File: src/rtl/dlc_pkg.sv
// Purpose: shared constants for the dual-channel antenna supply control register bank
// Assumes: 8-bit system registers, 3-bit selector in the top bits of every data byte
// Notes: field positions are bit indices inside one register byte
package dlc_pkg;
  typedef logic [7:0] dlc_byte_t;
  typedef logic [2:0] dlc_sel_t;

  // Register selector codes
  localparam dlc_sel_t DLC_SEL_CH1_STATUS = 3'h0;
  localparam dlc_sel_t DLC_SEL_CH1_TONE = 3'h1;
  localparam dlc_sel_t DLC_SEL_CH1_CMD = 3'h2;
  localparam dlc_sel_t DLC_SEL_CH1_CTRL = 3'h3;
  localparam dlc_sel_t DLC_SEL_CH2_STATUS = 3'h4;
  localparam dlc_sel_t DLC_SEL_CH2_TONE = 3'h5;
  localparam dlc_sel_t DLC_SEL_CH2_CMD = 3'h6;
  localparam dlc_sel_t DLC_SEL_CH2_CTRL = 3'h7;
  localparam int DLC_NUM_REGS = 8;
  localparam dlc_byte_t DLC_REG_RESET = 8'h00;

  // Selector field and status fields
  localparam int DLC_SEL_MSB = 7;
  localparam int DLC_SEL_LSB = 5;
  localparam int DLC_ST_OVERHEAT = 4;
  localparam int DLC_ST_CABLE = 3;
  localparam int DLC_ST_VOLTAGE = 2;
  localparam int DLC_ST_OVERLOAD = 1;
  localparam int DLC_ST_REVERSE = 0;
  localparam int DLC_FLAG_W = 4;
  // Tone register fields
  localparam int DLC_TN_GATE = 4;
  localparam int DLC_TN_MODSRC = 3;
  localparam int DLC_TN_LEVEL = 2;
  // Command register fields
  localparam int DLC_CM_STATIC = 4;
  localparam int DLC_CM_PINMASK = 3;
  localparam int DLC_CM_RANGE = 2;
  localparam int DLC_CM_HIGH = 1;
  localparam int DLC_CM_LOW = 0;
  // Control register fields
  localparam int DLC_CT_POWER = 4;
  localparam int DLC_CT_UPPER = 1;
  localparam int DLC_CT_LOWER = 0;

  // Slave address: fixed upper five bits, straps give the low two
  localparam logic [4:0] DLC_ADDR_PREFIX = 5'h02;
  localparam logic [3:0] DLC_BITS_PER_BYTE = 4'h8;

  // Current limit codes: 275, 350, 515, 635, 800 mA
  typedef enum logic [2:0] {
    DLC_LIM_275 = 3'b000,
    DLC_LIM_350 = 3'b100,
    DLC_LIM_515 = 3'b101,
    DLC_LIM_635 = 3'b110,
    DLC_LIM_800 = 3'b111
  } dlc_limit_t;

  // Output voltage codes: 13, 14, 18, 19 V
  typedef enum logic [1:0] {
    DLC_V13 = 2'b00,
    DLC_V14 = 2'b01,
    DLC_V18 = 2'b10,
    DLC_V19 = 2'b11
  } dlc_volt_t;

  typedef enum logic [2:0] {
    DLC_IDLE = 3'b000,
    DLC_ADDR = 3'b001,
    DLC_ADDR_ACK = 3'b010,
    DLC_WRITE = 3'b011,
    DLC_WRITE_ACK = 3'b100,
    DLC_READ = 3'b101,
    DLC_READ_ACK = 3'b110
  } dlc_state_t;
endpackage

File: src/rtl/dlc_channel.sv
// Purpose: one output channel's decode of tone, limit and voltage settings and its status flags
// Assumes: analog comparators deliver levels synchronous to the core clock
// Notes: instantiated once per channel by the register bank
`timescale 1ns/1ps
`default_nettype none
module dlc_channel
  import dlc_pkg::*;
(
  input wire logic i_core_clk,
  input wire logic i_reset,
  input wire logic i_clear,
  input wire dlc_pkg::dlc_byte_t i_tone_reg,
  input wire dlc_pkg::dlc_byte_t i_cmd_reg,
  input wire dlc_pkg::dlc_byte_t i_ctrl_reg,
  input wire logic i_overheat,
  input wire logic i_range_select_pin,
  input wire logic i_external_modulation_input,
  input wire logic i_tone_osc,
  input wire logic i_over_limit,
  input wire logic i_reverse_over_limit,
  input wire logic i_voltage_out_of_range,
  input wire logic i_load_below_low,
  input wire logic i_load_above_connected,
  output logic o_channel_power_on,
  output logic o_tone_out,
  output logic o_tone_detect_level,
  output logic o_static_limit_choice,
  output dlc_pkg::dlc_limit_t o_limit_code,
  output dlc_pkg::dlc_volt_t o_voltage_code,
  output logic [DLC_FLAG_W-1:0] o_flags
);
  import dlc_pkg::*;

  logic power_on;
  logic cable_open_flag;
  logic next_tone;
  dlc_limit_t next_limit;
  dlc_volt_t next_volt;

  // Overheat shuts down boost and linear stage together
  assign power_on = i_ctrl_reg[DLC_CT_POWER] & ~i_overheat;

  always_comb
  begin
    if (i_tone_reg[DLC_TN_MODSRC])
      next_tone = i_external_modulation_input;
    else if (i_tone_reg[DLC_TN_GATE])
      next_tone = i_tone_osc;
    else
      next_tone = i_tone_osc & i_external_modulation_input;
  end

  always_comb
  begin
    if (!i_cmd_reg[DLC_CM_RANGE])
      next_limit = DLC_LIM_275;
    else
    begin
      case ({i_cmd_reg[DLC_CM_HIGH], i_cmd_reg[DLC_CM_LOW]})
        2'b00: next_limit = DLC_LIM_350;
        2'b01: next_limit = DLC_LIM_515;
        2'b10: next_limit = DLC_LIM_635;
        2'b11: next_limit = DLC_LIM_800;
        default: next_limit = DLC_LIM_275;
      endcase
    end
  end

  always_comb
  begin
    if (i_cmd_reg[DLC_CM_PINMASK])
      next_volt = dlc_volt_t'({i_ctrl_reg[DLC_CT_UPPER], i_ctrl_reg[DLC_CT_LOWER]});
    else if (i_range_select_pin)
      next_volt = i_ctrl_reg[DLC_CT_UPPER] ? DLC_V19 : DLC_V18;
    else
      next_volt = i_ctrl_reg[DLC_CT_LOWER] ? DLC_V14 : DLC_V13;
  end

  always_ff @(posedge i_core_clk)
  begin
    if (i_reset || i_clear)
    begin
      o_channel_power_on <= 1'b0;
      o_tone_out <= 1'b0;
      o_tone_detect_level <= 1'b0;
      o_static_limit_choice <= 1'b0;
      o_limit_code <= DLC_LIM_275;
      o_voltage_code <= DLC_V13;
    end
    else
    begin
      o_channel_power_on <= power_on;
      o_tone_out <= next_tone & power_on;
      o_tone_detect_level <= i_tone_reg[DLC_TN_LEVEL];
      o_static_limit_choice <= i_cmd_reg[DLC_CM_STATIC];
      o_limit_code <= next_limit;
      o_voltage_code <= next_volt;
    end
  end

  // Cable flag keeps its value between the two thresholds
  always_ff @(posedge i_core_clk)
  begin
    if (i_reset || i_clear)
      cable_open_flag <= 1'b0;
    else if (i_load_below_low)
      cable_open_flag <= 1'b1;
    else if (i_load_above_connected)
      cable_open_flag <= 1'b0;
  end

  always_ff @(posedge i_core_clk)
  begin
    if (i_reset || i_clear)
      o_flags <= '0;
    else
    begin
      o_flags[DLC_ST_CABLE] <= cable_open_flag;
      o_flags[DLC_ST_VOLTAGE] <= i_voltage_out_of_range;
      o_flags[DLC_ST_OVERLOAD] <= i_over_limit;
      o_flags[DLC_ST_REVERSE] <= i_reverse_over_limit & (~i_cmd_reg[DLC_CM_STATIC] | ~power_on);
    end
  end
endmodule
`default_nettype wire

File: src/rtl/dlc_register_bank.sv
// Purpose: eight system registers of a dual antenna supply controller behind a serial slave port
// Assumes: serial clock and data are sampled on the 10 MHz core clock as synchronous inputs
// Notes: power-good low acts as a reset of registers and serial port alike
// Operation
// - All eight registers clear to zero at power up, both channels off.
// - Top three bits of each written byte choose one of eight registers.
// - Register writes are taken only when the address direction bit is zero.
// - Status low five bits are read-only; only selector bits are writable.
// - Overload flag follows output current exceeding the programmed limit.
// - Reverse flag set on reverse overcurrent in dynamic limiting or shutdown.
// - Voltage fault flag follows input or output voltage out of range.
// - Cable flag sets below low threshold, clears above connected threshold.
// - Shared overheat flag sets above upper threshold, clears at lower; powers off.
// - Tone enable and source both zero: internal tone gated by modulation pin.
// - Tone enable zero, source one: modulation pin passed straight to output.
// - Tone enable one, source zero: internal tone gated by enable bit.
// - Tone level bit picks receive or transmit detector threshold.
// - Range and code bits pick 275, 350, 515, 635 or 800 mA.
// - Limit mode bit zero selects dynamic, one selects static limiting.
// - Pin mask bit zero honours the range pin, one ignores it.
// - With pin ignored, upper and lower bits pick 13, 14, 18 or 19 V.
// - Pin honoured and high: 18 V or 19 V from the upper bit.
// - Pin honoured and low: 13 V or 14 V from the lower bit.
// - Clearing channel enable turns off its boost and linear stages.
// - Channel 2 uses codes four to seven, same layout, status bit 4 unused.
// - Unused bits are don't-care on writes and may be reused.
// - Reads return bytes MSB first, continuing while the master acknowledges.
// - Slave address is fixed upper five bits plus two strap pins.
// - While power-good is low, port ignores commands and registers stay zero.
// - Fault output low on overheat, overload, reverse fault or both channels off.
`timescale 1ns/1ps
`default_nettype none
module dlc_register_bank
  import dlc_pkg::*;
(
  input wire logic i_core_clk,
  input wire logic i_reset,
  input wire logic i_power_good,
  input wire logic i_scl,
  input wire logic i_sda,
  output logic o_sda_out,
  output logic o_sda_oe,
  input wire logic i_slave_id_strap_lo,
  input wire logic i_slave_id_strap_hi,
  input wire logic i_temp_above_upper,
  input wire logic i_temp_at_lower,
  input wire logic i_tone_osc,
  input wire logic i_ch1_range_select_pin,
  input wire logic i_ch1_external_modulation_input,
  input wire logic i_ch1_over_limit,
  input wire logic i_ch1_reverse_over_limit,
  input wire logic i_ch1_voltage_out_of_range,
  input wire logic i_ch1_load_below_low,
  input wire logic i_ch1_load_above_connected,
  input wire logic i_ch2_range_select_pin,
  input wire logic i_ch2_external_modulation_input,
  input wire logic i_ch2_over_limit,
  input wire logic i_ch2_reverse_over_limit,
  input wire logic i_ch2_voltage_out_of_range,
  input wire logic i_ch2_load_below_low,
  input wire logic i_ch2_load_above_connected,
  output logic o_ch1_channel_power_on,
  output logic o_ch1_tone_out,
  output logic o_ch1_tone_detect_level,
  output logic o_ch1_static_limit_choice,
  output dlc_pkg::dlc_limit_t o_ch1_limit_code,
  output dlc_pkg::dlc_volt_t o_ch1_voltage_code,
  output logic o_ch2_channel_power_on,
  output logic o_ch2_tone_out,
  output logic o_ch2_tone_detect_level,
  output logic o_ch2_static_limit_choice,
  output dlc_pkg::dlc_limit_t o_ch2_limit_code,
  output dlc_pkg::dlc_volt_t o_ch2_voltage_code,
  output logic o_overheat_flag,
  output logic o_fault_out_n
);
  import dlc_pkg::*;

  dlc_byte_t regs [DLC_NUM_REGS];
  dlc_state_t state;
  logic clear;
  logic scl_prev;
  logic sda_prev;
  logic scl_rise;
  logic scl_fall;
  logic start_seen;
  logic stop_seen;
  logic [3:0] bit_cnt;
  dlc_byte_t rx_shift;
  dlc_byte_t tx_shift;
  logic read_mode;
  logic master_ack;
  dlc_sel_t read_ptr;
  logic addr_match;
  logic write_strobe;
  logic load_byte;
  dlc_byte_t read_byte;
  logic [DLC_FLAG_W-1:0] ch1_flags;
  logic [DLC_FLAG_W-1:0] ch2_flags;
  logic ch1_power;
  logic ch2_power;

  // Power-good low holds everything at reset values
  assign clear = ~i_power_good;

  // Open-drain data line: only ever pulled low
  assign o_sda_out = 1'b0;

  assign scl_rise = i_scl & ~scl_prev;
  assign scl_fall = ~i_scl & scl_prev;
  assign start_seen = i_scl & scl_prev & sda_prev & ~i_sda;
  assign stop_seen = i_scl & scl_prev & ~sda_prev & i_sda;

  // Straps are read live, so a re-strap takes effect on the next address byte
  assign addr_match = (rx_shift[7:1] == {DLC_ADDR_PREFIX, i_slave_id_strap_hi, i_slave_id_strap_lo});

  assign write_strobe = (state == DLC_WRITE) && scl_fall && (bit_cnt == DLC_BITS_PER_BYTE);
  assign load_byte = scl_fall &&
    (((state == DLC_ADDR_ACK) && read_mode) || ((state == DLC_READ_ACK) && master_ack));

  always_ff @(posedge i_core_clk)
  begin
    if (i_reset || clear)
      {scl_prev, sda_prev} <= 2'b11;
    else
      {scl_prev, sda_prev} <= {i_scl, i_sda};
  end

  // Status registers return live flags under the stored selector bits
  always_comb
  begin
    read_byte = regs[read_ptr];
    case (read_ptr)
      DLC_SEL_CH1_STATUS:
        read_byte = {regs[read_ptr][DLC_SEL_MSB:DLC_SEL_LSB], o_overheat_flag, ch1_flags};
      DLC_SEL_CH2_STATUS:
        read_byte = {regs[read_ptr][DLC_SEL_MSB:DLC_SEL_LSB], 1'b0, ch2_flags};
      default:
        read_byte = regs[read_ptr];
    endcase
  end

  // Serial port sequencer
  always_ff @(posedge i_core_clk)
  begin
    if (i_reset || clear)
    begin
      state <= DLC_IDLE;
      o_sda_oe <= 1'b0;
      bit_cnt <= '0;
    end
    else if (start_seen || stop_seen)
    begin
      state <= start_seen ? DLC_ADDR : DLC_IDLE;
      o_sda_oe <= 1'b0;
      bit_cnt <= '0;
    end
    else
    begin
      // Idle shares the default branch: line stays released
      case (state)
        DLC_ADDR, DLC_WRITE:
        begin
          if (scl_rise && bit_cnt != DLC_BITS_PER_BYTE)
            bit_cnt <= bit_cnt + 4'h1;
          else if (scl_fall && bit_cnt == DLC_BITS_PER_BYTE)
          begin
            if (state == DLC_WRITE)
            begin
              state <= DLC_WRITE_ACK;
              o_sda_oe <= 1'b1;
            end
            else if (addr_match)
            begin
              state <= DLC_ADDR_ACK;
              o_sda_oe <= 1'b1;
            end
            else
              state <= DLC_IDLE;
          end
        end
        DLC_ADDR_ACK, DLC_WRITE_ACK:
        begin
          if (scl_fall)
          begin
            bit_cnt <= '0;
            if (load_byte)
            begin
              state <= DLC_READ;
              o_sda_oe <= ~read_byte[7];
              bit_cnt <= 4'h1;
            end
            else
            begin
              state <= DLC_WRITE;
              o_sda_oe <= 1'b0;
            end
          end
        end
        DLC_READ:
        begin
          if (scl_fall)
          begin
            if (bit_cnt == DLC_BITS_PER_BYTE)
            begin
              state <= DLC_READ_ACK;
              o_sda_oe <= 1'b0;
            end
            else
            begin
              o_sda_oe <= ~tx_shift[7];
              bit_cnt <= bit_cnt + 4'h1;
            end
          end
        end
        DLC_READ_ACK:
        begin
          if (scl_rise && i_sda)
            state <= DLC_IDLE;
          else if (load_byte)
          begin
            state <= DLC_READ;
            o_sda_oe <= ~read_byte[7];
            bit_cnt <= 4'h1;
          end
        end
        default:
        begin
          state <= DLC_IDLE;
          o_sda_oe <= 1'b0;
        end
      endcase
    end
  end

  // Receive shifter, direction bit and master acknowledge capture
  always_ff @(posedge i_core_clk)
  begin
    if (i_reset || clear)
    begin
      rx_shift <= DLC_REG_RESET;
      read_mode <= 1'b0;
      master_ack <= 1'b0;
    end
    else
    begin
      if (scl_rise && (state == DLC_ADDR || state == DLC_WRITE) && bit_cnt != DLC_BITS_PER_BYTE)
        rx_shift <= {rx_shift[6:0], i_sda};
      if (state == DLC_ADDR && scl_fall && bit_cnt == DLC_BITS_PER_BYTE)
        read_mode <= rx_shift[0];
      if (state == DLC_READ_ACK && scl_rise)
        master_ack <= ~i_sda;
      else if (state != DLC_READ_ACK)
        master_ack <= 1'b0;
    end
  end

  // Transmit shifter; read pointer restarts at the first register per read transfer
  always_ff @(posedge i_core_clk)
  begin
    if (i_reset || clear || state == DLC_ADDR)
      read_ptr <= DLC_SEL_CH1_STATUS;
    else if (load_byte)
    begin
      tx_shift <= {read_byte[6:0], 1'b0};
      read_ptr <= read_ptr + 3'h1;
    end
    else if (state == DLC_READ && scl_fall && bit_cnt != DLC_BITS_PER_BYTE)
      tx_shift <= {tx_shift[6:0], 1'b0};
  end

  // Register file: selector in the top bits picks the target
  always_ff @(posedge i_core_clk)
  begin
    if (i_reset || clear)
      for (int i = 0; i < DLC_NUM_REGS; i++)
        regs[i] <= DLC_REG_RESET;
    else if (write_strobe)
    begin
      case (rx_shift[DLC_SEL_MSB:DLC_SEL_LSB])
        DLC_SEL_CH1_STATUS, DLC_SEL_CH2_STATUS:
          regs[rx_shift[DLC_SEL_MSB:DLC_SEL_LSB]] <= {rx_shift[DLC_SEL_MSB:DLC_SEL_LSB], 5'h00};
        default:
          regs[rx_shift[DLC_SEL_MSB:DLC_SEL_LSB]] <= rx_shift;
      endcase
    end
  end

  // Shared overheat flag with hysteresis between the two thresholds
  always_ff @(posedge i_core_clk)
  begin
    if (i_reset || clear)
      o_overheat_flag <= 1'b0;
    else if (i_temp_above_upper)
      o_overheat_flag <= 1'b1;
    else if (i_temp_at_lower)
      o_overheat_flag <= 1'b0;
  end

  assign ch1_power = regs[DLC_SEL_CH1_CTRL][DLC_CT_POWER];
  assign ch2_power = regs[DLC_SEL_CH2_CTRL][DLC_CT_POWER];

  // Both channels off also raises the fault so the host notices a lost setup
  always_ff @(posedge i_core_clk)
  begin
    if (i_reset || clear)
      o_fault_out_n <= 1'b0;
    else
      o_fault_out_n <= ~(o_overheat_flag |
        ch1_flags[DLC_ST_OVERLOAD] | ch1_flags[DLC_ST_REVERSE] |
        ch2_flags[DLC_ST_OVERLOAD] | ch2_flags[DLC_ST_REVERSE] |
        (~ch1_power & ~ch2_power));
  end

  dlc_channel u_ch1 (
    .i_core_clk(i_core_clk),
    .i_reset(i_reset),
    .i_clear(clear),
    .i_tone_reg(regs[DLC_SEL_CH1_TONE]),
    .i_cmd_reg(regs[DLC_SEL_CH1_CMD]),
    .i_ctrl_reg(regs[DLC_SEL_CH1_CTRL]),
    .i_overheat(o_overheat_flag),
    .i_range_select_pin(i_ch1_range_select_pin),
    .i_external_modulation_input(i_ch1_external_modulation_input),
    .i_tone_osc(i_tone_osc),
    .i_over_limit(i_ch1_over_limit),
    .i_reverse_over_limit(i_ch1_reverse_over_limit),
    .i_voltage_out_of_range(i_ch1_voltage_out_of_range),
    .i_load_below_low(i_ch1_load_below_low),
    .i_load_above_connected(i_ch1_load_above_connected),
    .o_channel_power_on(o_ch1_channel_power_on),
    .o_tone_out(o_ch1_tone_out),
    .o_tone_detect_level(o_ch1_tone_detect_level),
    .o_static_limit_choice(o_ch1_static_limit_choice),
    .o_limit_code(o_ch1_limit_code),
    .o_voltage_code(o_ch1_voltage_code),
    .o_flags(ch1_flags)
  );

  // Second channel: same layout at selector codes four to seven
  dlc_channel u_ch2 (
    .i_core_clk(i_core_clk),
    .i_reset(i_reset),
    .i_clear(clear),
    .i_tone_reg(regs[DLC_SEL_CH2_TONE]),
    .i_cmd_reg(regs[DLC_SEL_CH2_CMD]),
    .i_ctrl_reg(regs[DLC_SEL_CH2_CTRL]),
    .i_overheat(o_overheat_flag),
    .i_range_select_pin(i_ch2_range_select_pin),
    .i_external_modulation_input(i_ch2_external_modulation_input),
    .i_tone_osc(i_tone_osc),
    .i_over_limit(i_ch2_over_limit),
    .i_reverse_over_limit(i_ch2_reverse_over_limit),
    .i_voltage_out_of_range(i_ch2_voltage_out_of_range),
    .i_load_below_low(i_ch2_load_below_low),
    .i_load_above_connected(i_ch2_load_above_connected),
    .o_channel_power_on(o_ch2_channel_power_on),
    .o_tone_out(o_ch2_tone_out),
    .o_tone_detect_level(o_ch2_tone_detect_level),
    .o_static_limit_choice(o_ch2_static_limit_choice),
    .o_limit_code(o_ch2_limit_code),
    .o_voltage_code(o_ch2_voltage_code),
    .o_flags(ch2_flags)
  );
endmodule
`default_nettype wire

File: config.mk
export PLATFORM = sky130hd
export DESIGN_NAME = dlc_register_bank
export DESIGN_NICKNAME = d
export VERILOG_FILES = /design/src/rtl/dlc_pkg.sv /design/src/rtl/dlc_channel.sv /design/src/rtl/dlc_register_bank.sv
export SDC_FILE = /design/constraint.sdc
export NUM_CORES = 1
export LEC_CHECK = 0
export BUFFER_PORTS_ARGS = -buffer_cell sky130_fd_sc_hd__buf_2
export CORE_MARGIN = 2
export CORE_UTILIZATION = 59
export DETAILED_ROUTE_END_ITERATION = 8
export HOLD_SLACK_MARGIN = 0.02
export PLACE_DENSITY = 0.81
export SKIP_CTS_REPAIR_TIMING = 1
export SYNTH_ARGS = -nofsm -noshare
export SYNTH_HDL_FRONTEND = slang
export SYNTH_HIERARCHICAL = 1
export SYNTH_SLANG_ARGS = --single-unit
File: constraint.sdc
create_clock -name i_core_clk -period 3.2 [get_ports i_core_clk]
set_input_delay 0.64 -clock i_core_clk [delete_from_list [all_inputs] [get_ports i_core_clk]]
set_output_delay 0.64 -clock i_core_clk [all_outputs]
set_load 0.02 [all_outputs]
==> results.toml, run 1 <==
[floorplanning]
initial_core_util_pct = 61.4
io_pins = 46
die_y_um = 99.5
std_cell_rows = 34
die-area_um2 = 9890
die_w_um = 99.5
core_area_um2 = 8760

[route]
vias = 3722
first_iter_violations = 374
wl_per_cell_um = 18.4
viasPerCell = 5.79
wl_mm = 11.9
drc = 0
drtAntennaViolNets = 0
first_pass_iters = 5

[timing]
fin_crit_ns = 2.73
period_share_pct = 85.5
relSlewSlack_pct = 48.9
fmax_ghz = 0.366
final.setup_skew_ns = 0.0106
worst_slack_ns = 0.465
drv_slew = 0
timing.setup.tns_ns = 0
setup_viol = 0
rsz0062_at_grt = "no"
holdWs_ns = 0.338
worst-slew-pin-transition_ns = 0.765
final_hold_viol_count = 0

[placed_design]
dp_cells = 611
post-place-ws_ns = 0.369
hpwl_mm = 8.23
gp_congestion = 0.900
port_buffers = 44

[clock_network]
cts.clk_slew.worst_paths_ns = 0.06
insertion_delay_ns = 0.52
cts_tree = "built"
numClockSinks = 127
cts-root-buf = "clkbuf_8"
h-tree-depth = 4
clockBufferDepth = 2
cts_made_buffers = 17

[global_routing]
grt_pass1_vias = 3632
grt_pass1_wl_mm = 18.7
grt_usage_pct = 25.4
grt_start_max_net_pins = 17
antenna_found_initial = 0
gr-total-overflow = 0

[critical_path]
startpoint_type = "flip-flop"
cp.arrival_ns = 2.91
crit_type = "flip-flop to flip-flop"
cp.required_ns = 3.38
end_kind = "flip-flop"
r2r-start = "bit_cnt[0]"
cp_max_fo = 8
setup.worst_path.start = "bit_cnt[0]"
r2r_slack_ns = 0.47

[logic_synthesis]
yosysUniqueCellTypes = 52
syn_avg_cell_area_um2 = 12.0
synth_edf_count = 71
synth_compound_area_share_pct = 7.03
synth_area_leaders = "edfxtp_1 (40%), dfxtp_1 (21%), mux4_2 (6.7%), nor2_1 (4.0%), mux2i_1 (3.5%)"
synth_area_um2 = 5380
synth.mux.area_fraction_pct = 10.9
synthDominantCellAreaShare_pct = 39.7
yosys.area_share.simple_pct = 16.4
postSynthCellCount = 447
yosys.area.top_type = "edfxtp_1"
yosys_warnings = 6
yosys.area_share.adder_pct = 0.931
synth_xor_area_share_pct = 0.815
async_flop_share_pct = 0
synth_common_cells = "edfxtp_1 (71), nor2_1 (58), dfxtp_1 (56)"
ys.flop_type = "edfxtp_1"
synth_top_family_by_area = "simple AND/OR/NAND/NOR gates"
synth-seq-area-share_pct = 60.5
yosysMostFrequentCell = "edfxtp_1"
synth-seq-cells = 127

[finish]
syn_to_final_growth_pct = 18.6
n_fill_cell = 553
multiInputGateArea_um2 = 2030
nets = 550
drive_above_1_share_pct = 24.7
diodes = 0
stdcell_count = 643
final-seq-area_um2 = 3250

[hold_path]
hp-class = "input port to flip-flop"
hold_path.startpoint = "i_temp_above_upper"

[power_and_ir_drop]
power_mw = 3.85
ir_drop_v = 0.000374
p_per_area_nw_per_um2 = 604
p_leak_nw = 2.59

[flow_run]
cap_violations = 0

[status]
status = "finished, final reports clean"
power by group:
group          switching, mW  internal, mW  leakage (nW)
Combinational         0.0909        0.0670          1.12
Sequential            0.0343          1.79          1.18
Clock                  0.694          1.17         0.297
Total                  0.819          3.03          2.59
critical path: stages, from the launching register on:
cell and delay (ns):
dfxtp_1 0.35, inv_1 0.09, ha_1 0.14, nand3b_1 0.30
or4_4 0.67, or3_1 0.51, nand2_1 0.34
layout make-up:
| type | instances | area share [%] |
|---|---|---|
| clock buffers | 22 | 7.79 |
| repair buffers | 53 | 4.51 |
| well taps | 108 | 2.12 |
| clock inverters | 10 | 1.43 |
| inverters | 23 | 1.35 |
| flip-flops and latches | 127 | 51.0 |
| multi-input cells | 300 | 31.8 |
worst paths after layout:
kind / to / cells past startpoint
setup / recovery: regs[5][2] / 6
hold / removal: o_overheat_flag / 3
setup reg to reg: regs[5][2] / 6
hold reg to reg: o_fault_out_n / 1
cells in the final DEF, fill, tap and decap left out, drive strengths merged, types with 4 or more instances in the layout:
cell,synthesis,routed
dfxtp,56,56
nor2b,16,16
mux2i,19,19
o21ai,19,19
and3,4,4
inv,23,29
nand2,33,33
ha,4,4
nand2b,10,10
clkbuf,13,22
nor2,65,65
nand3,4,4
edfxtp,71,71
and2,15,15
buf,6,53
nor3,10,10
conb,1,23
a21oi,14,14
mux4,16,16
or3,4,4
logic make-up after synthesis:
group / after synthesis
XOR/XNOR: 5
adder cells (fa/ha/maj): 4
buffers and inverters: 42
multiplexers: 38
flip-flops: 127
AND/OR/NAND/NOR: 172
AO/OA/AOI/OAI: 58
other: 1
state kept, by name, indices dropped and copies added (netlist names), 3 cells and up, named ones only:
signal	flops
regs	64
rx_shift	8
tx_shift	7
bit_cnt	4
u_ch1/o_flags	4
u_ch2/o_flags	4
read_ptr	3
state	3
u_ch1/o_limit_code	3
u_ch2/o_limit_code	3
through the flow:
stage          cell area [um^2]  util (%)
2_1_floorplan              5460         -
3_3_place_gp               5790      66.0
3_5_place_dp               5790      66.0
4_1_cts                    6380      72.8
5_1_grt                    6380      72.8
6_report                   6380      72.8
per-layer routing:
metal | vias to the layer above | track usage [%] | part of all wire [%] | wire, um
met5 | - | 0 | 0 | 0
met4 | 0 | 10.0 | 2.7 | 320
met3 | 30 | 6.47 | 8.6 | 1020
met2 | 205 | 40.5 | 48 | 5690
met1 | 1761 | 33.8 | 41 | 4820
li1 | 1726 | - | - | -
Power figures use the tool's default switching activity.
==> run 2: changes to the inputs <==
- SYNTH_HIERARCHICAL: 1 -> default
==> results.toml, run 2 <==
[logic_synthesis]
yosysUniqueCellTypes = 62
synth-seq-area-share_pct = 58.9
synth_compound_area_share_pct = 7.15
synth_area_leaders = "edfxtp_1 (39%), dfxtp_1 (20%), mux4_2 (5.7%), and2_1 (5.0%), mux2i_1 (4.2%)"
synthDominantCellAreaShare_pct = 38.6
synth-seq-cells = 127
yosys.area.top_type = "edfxtp_1"
synth.mux.area_fraction_pct = 10.5
synth_xor_area_share_pct = 0.792
synth_edf_count = 71
async_flop_share_pct = 0
yosys.area_share.simple_pct = 18.5
synth_top_family_by_area = "simple AND/OR/NAND/NOR gates"
yosys_warnings = 0
syn_avg_cell_area_um2 = 12.2
yosys.area_share.adder_pct = 0.906
synth_common_cells = "edfxtp_1 (71), dfxtp_1 (56), and2_1 (44)"
postSynthCellCount = 452
ys.flop_type = "edfxtp_1"
synth_area_um2 = 5530
yosysMostFrequentCell = "edfxtp_1"

[floorplanning]
std_cell_rows = 35
core_area_um2 = 9150
io_pins = 46
die_w_um = 101
die_y_um = 101
die-area_um2 = 10200
initial_core_util_pct = 60.4

[finish]
diodes = 0
largest_register_ffs = 64
mostFrequentLayoutCells = "edfxtp_1 (71), dfxtp_1 (56), and2_1 (44), buf_2 (44), nor2_1 (38)"
layout_commonest_cell = "edfxtp_1"
stdcell_count = 646
reg_top3 = "regs (64), rx_shift (8), tx_shift (7)"
syn_to_final_growth_pct = 17.2
final_area_um2 = 6480
drive_above_1_share_pct = 21.5
final_core_util_pct = 70.8
top_register = "regs"
nets = 550

[timing]
holdWs_ns = 0.322
timing.setup.tns_ns = 0
setup_viol = 0
rsz0062_at_grt = "no"
period_share_pct = 75.2
fmax_ghz = 0.415
fin_crit_ns = 2.41
drv_slew = 0
final.setup_skew_ns = 0.00986
worst-slew-pin-transition_ns = 0.962
relSlewSlack_pct = 35.8
final_hold_viol_count = 0

[global_routing]
grt_usage_pct = 25.3
grt_pass1_wl_mm = 18.9
grt_pass1_vias = 3623
grt_start_max_net_pins = 21
gr-total-overflow = 0
antenna_found_initial = 0

[power_and_ir_drop]
ir_drop_v = 0.000368
p_leak_nw = 2.52
p_per_area_nw_per_um2 = 588

[flow_run]
cap_violations = 0

[status]
status = "finished, final reports clean"

[clock_network]
cts_tree = "built"
numClockSinks = 127
insertion_delay_ns = 0.52
cts_made_buffers = 17
cts-root-buf = "clkbuf_8"
cts.clk_slew.worst_paths_ns = 0.06
clockBufferDepth = 2
h-tree-depth = 4

[critical_path]
crit_type = "flip-flop to flip-flop"
cpPeakStageDelay_ns = 0.64
cp_max_fo = 16
startpoint_type = "flip-flop"
cp.required_ns = 3.38
worstPathCellList = "and4bb_1 > nand4_4 > nand2b_4 > nor3b_4 > nand2b_1"
cp.arrival_ns = 2.59
cpMaxStageDelayCell = "dfxtp_1"
end_kind = "flip-flop"

[placed_design]
gp_congestion = 0.863
port_buffers = 44
placed_cell_area_um2 = 5920
dp_cells = 614
hpwl_mm = 7.85

[route]
viasPerCell = 5.86
vias = 3788
wl_met3_um = 851
wl_per_cell_um = 18.4
wl_met2_mm = 5.87
top_layer_used = "met4"
drtAntennaViolNets = 0
first_iter_violations = 293
drt-met1-wl_mm = 4.82
drc = 0
wl_mm = 11.9
first_pass_iters = 5

[hold_path]
hp-class = "input port to flip-flop"
## run 2: worst max-delay path: cells and delay by family (launching register included)
kind / cells / cell delay, ns
flip-flops: 1 / 0.64
AND/OR/NAND/NOR: 5 / 1.41
## run 2: power by group
group	internal, mW	leakage [nW]	switching [mW]
clock	1.11	0.272	0.705
sequential	1.79	1.20	0.0357
combinational	0.0727	1.04	0.0981
total	2.97	2.52	0.839
## run 2: worst paths after layout
check	start	to	slack (ns)	cells after the start
max	state[0]	regs[2][4]	0.79	5
min	i_ch2_over_limit	u_ch2.o_flags[1]	0.32	2
max reg2reg	state[0]	regs[2][4]	0.79	5
min reg2reg	u_ch2.cable_open_flag	u_ch2.o_flags[3]	0.46	1
## run 2: cell type report
| type | instances | area, um^2 |
|---|---|---|
| clock buffers | 19 | 422 |
| clock inverters | 13 | 140 |
| fillers | 614 | 2680 |
| inverters | 13 | 48.8 |
| multi-input cells | 309 | 2180 |
| flip-flops and latches | 127 | 3250 |
| well taps | 111 | 139 |
| repair buffers | 54 | 295 |
## run 2: per-stage QoR
stage | total power, mW | worst slack, ns
2_1_floorplan | 1.95 | 0.782
3_3_place_gp | 2.01 | 0.775
3_5_place_dp | 2.02 | 0.712
4_1_cts | 3.82 | 0.790
5_1_grt | 3.92 | 0.615
6_report | 3.81 | 0.793
## run 2: kinds of logic after synthesis
family / Yosys count
AND/OR/NAND/NOR: 175
AO/OA/AOI/OAI: 62
adder cells (fa/ha/maj): 4
XOR/XNOR: 5
flip-flops: 127
multiplexers: 40
other: 1
buffers and inverters: 38
## run 2: metal layers
metal | GRT usage (%) | vias up
met5 | 0 | -
met4 | 12.0 | 0
met3 | 6.52 | 30
met2 | 41.6 | 181
met1 | 31.4 | 1829
li1 | - | 1748
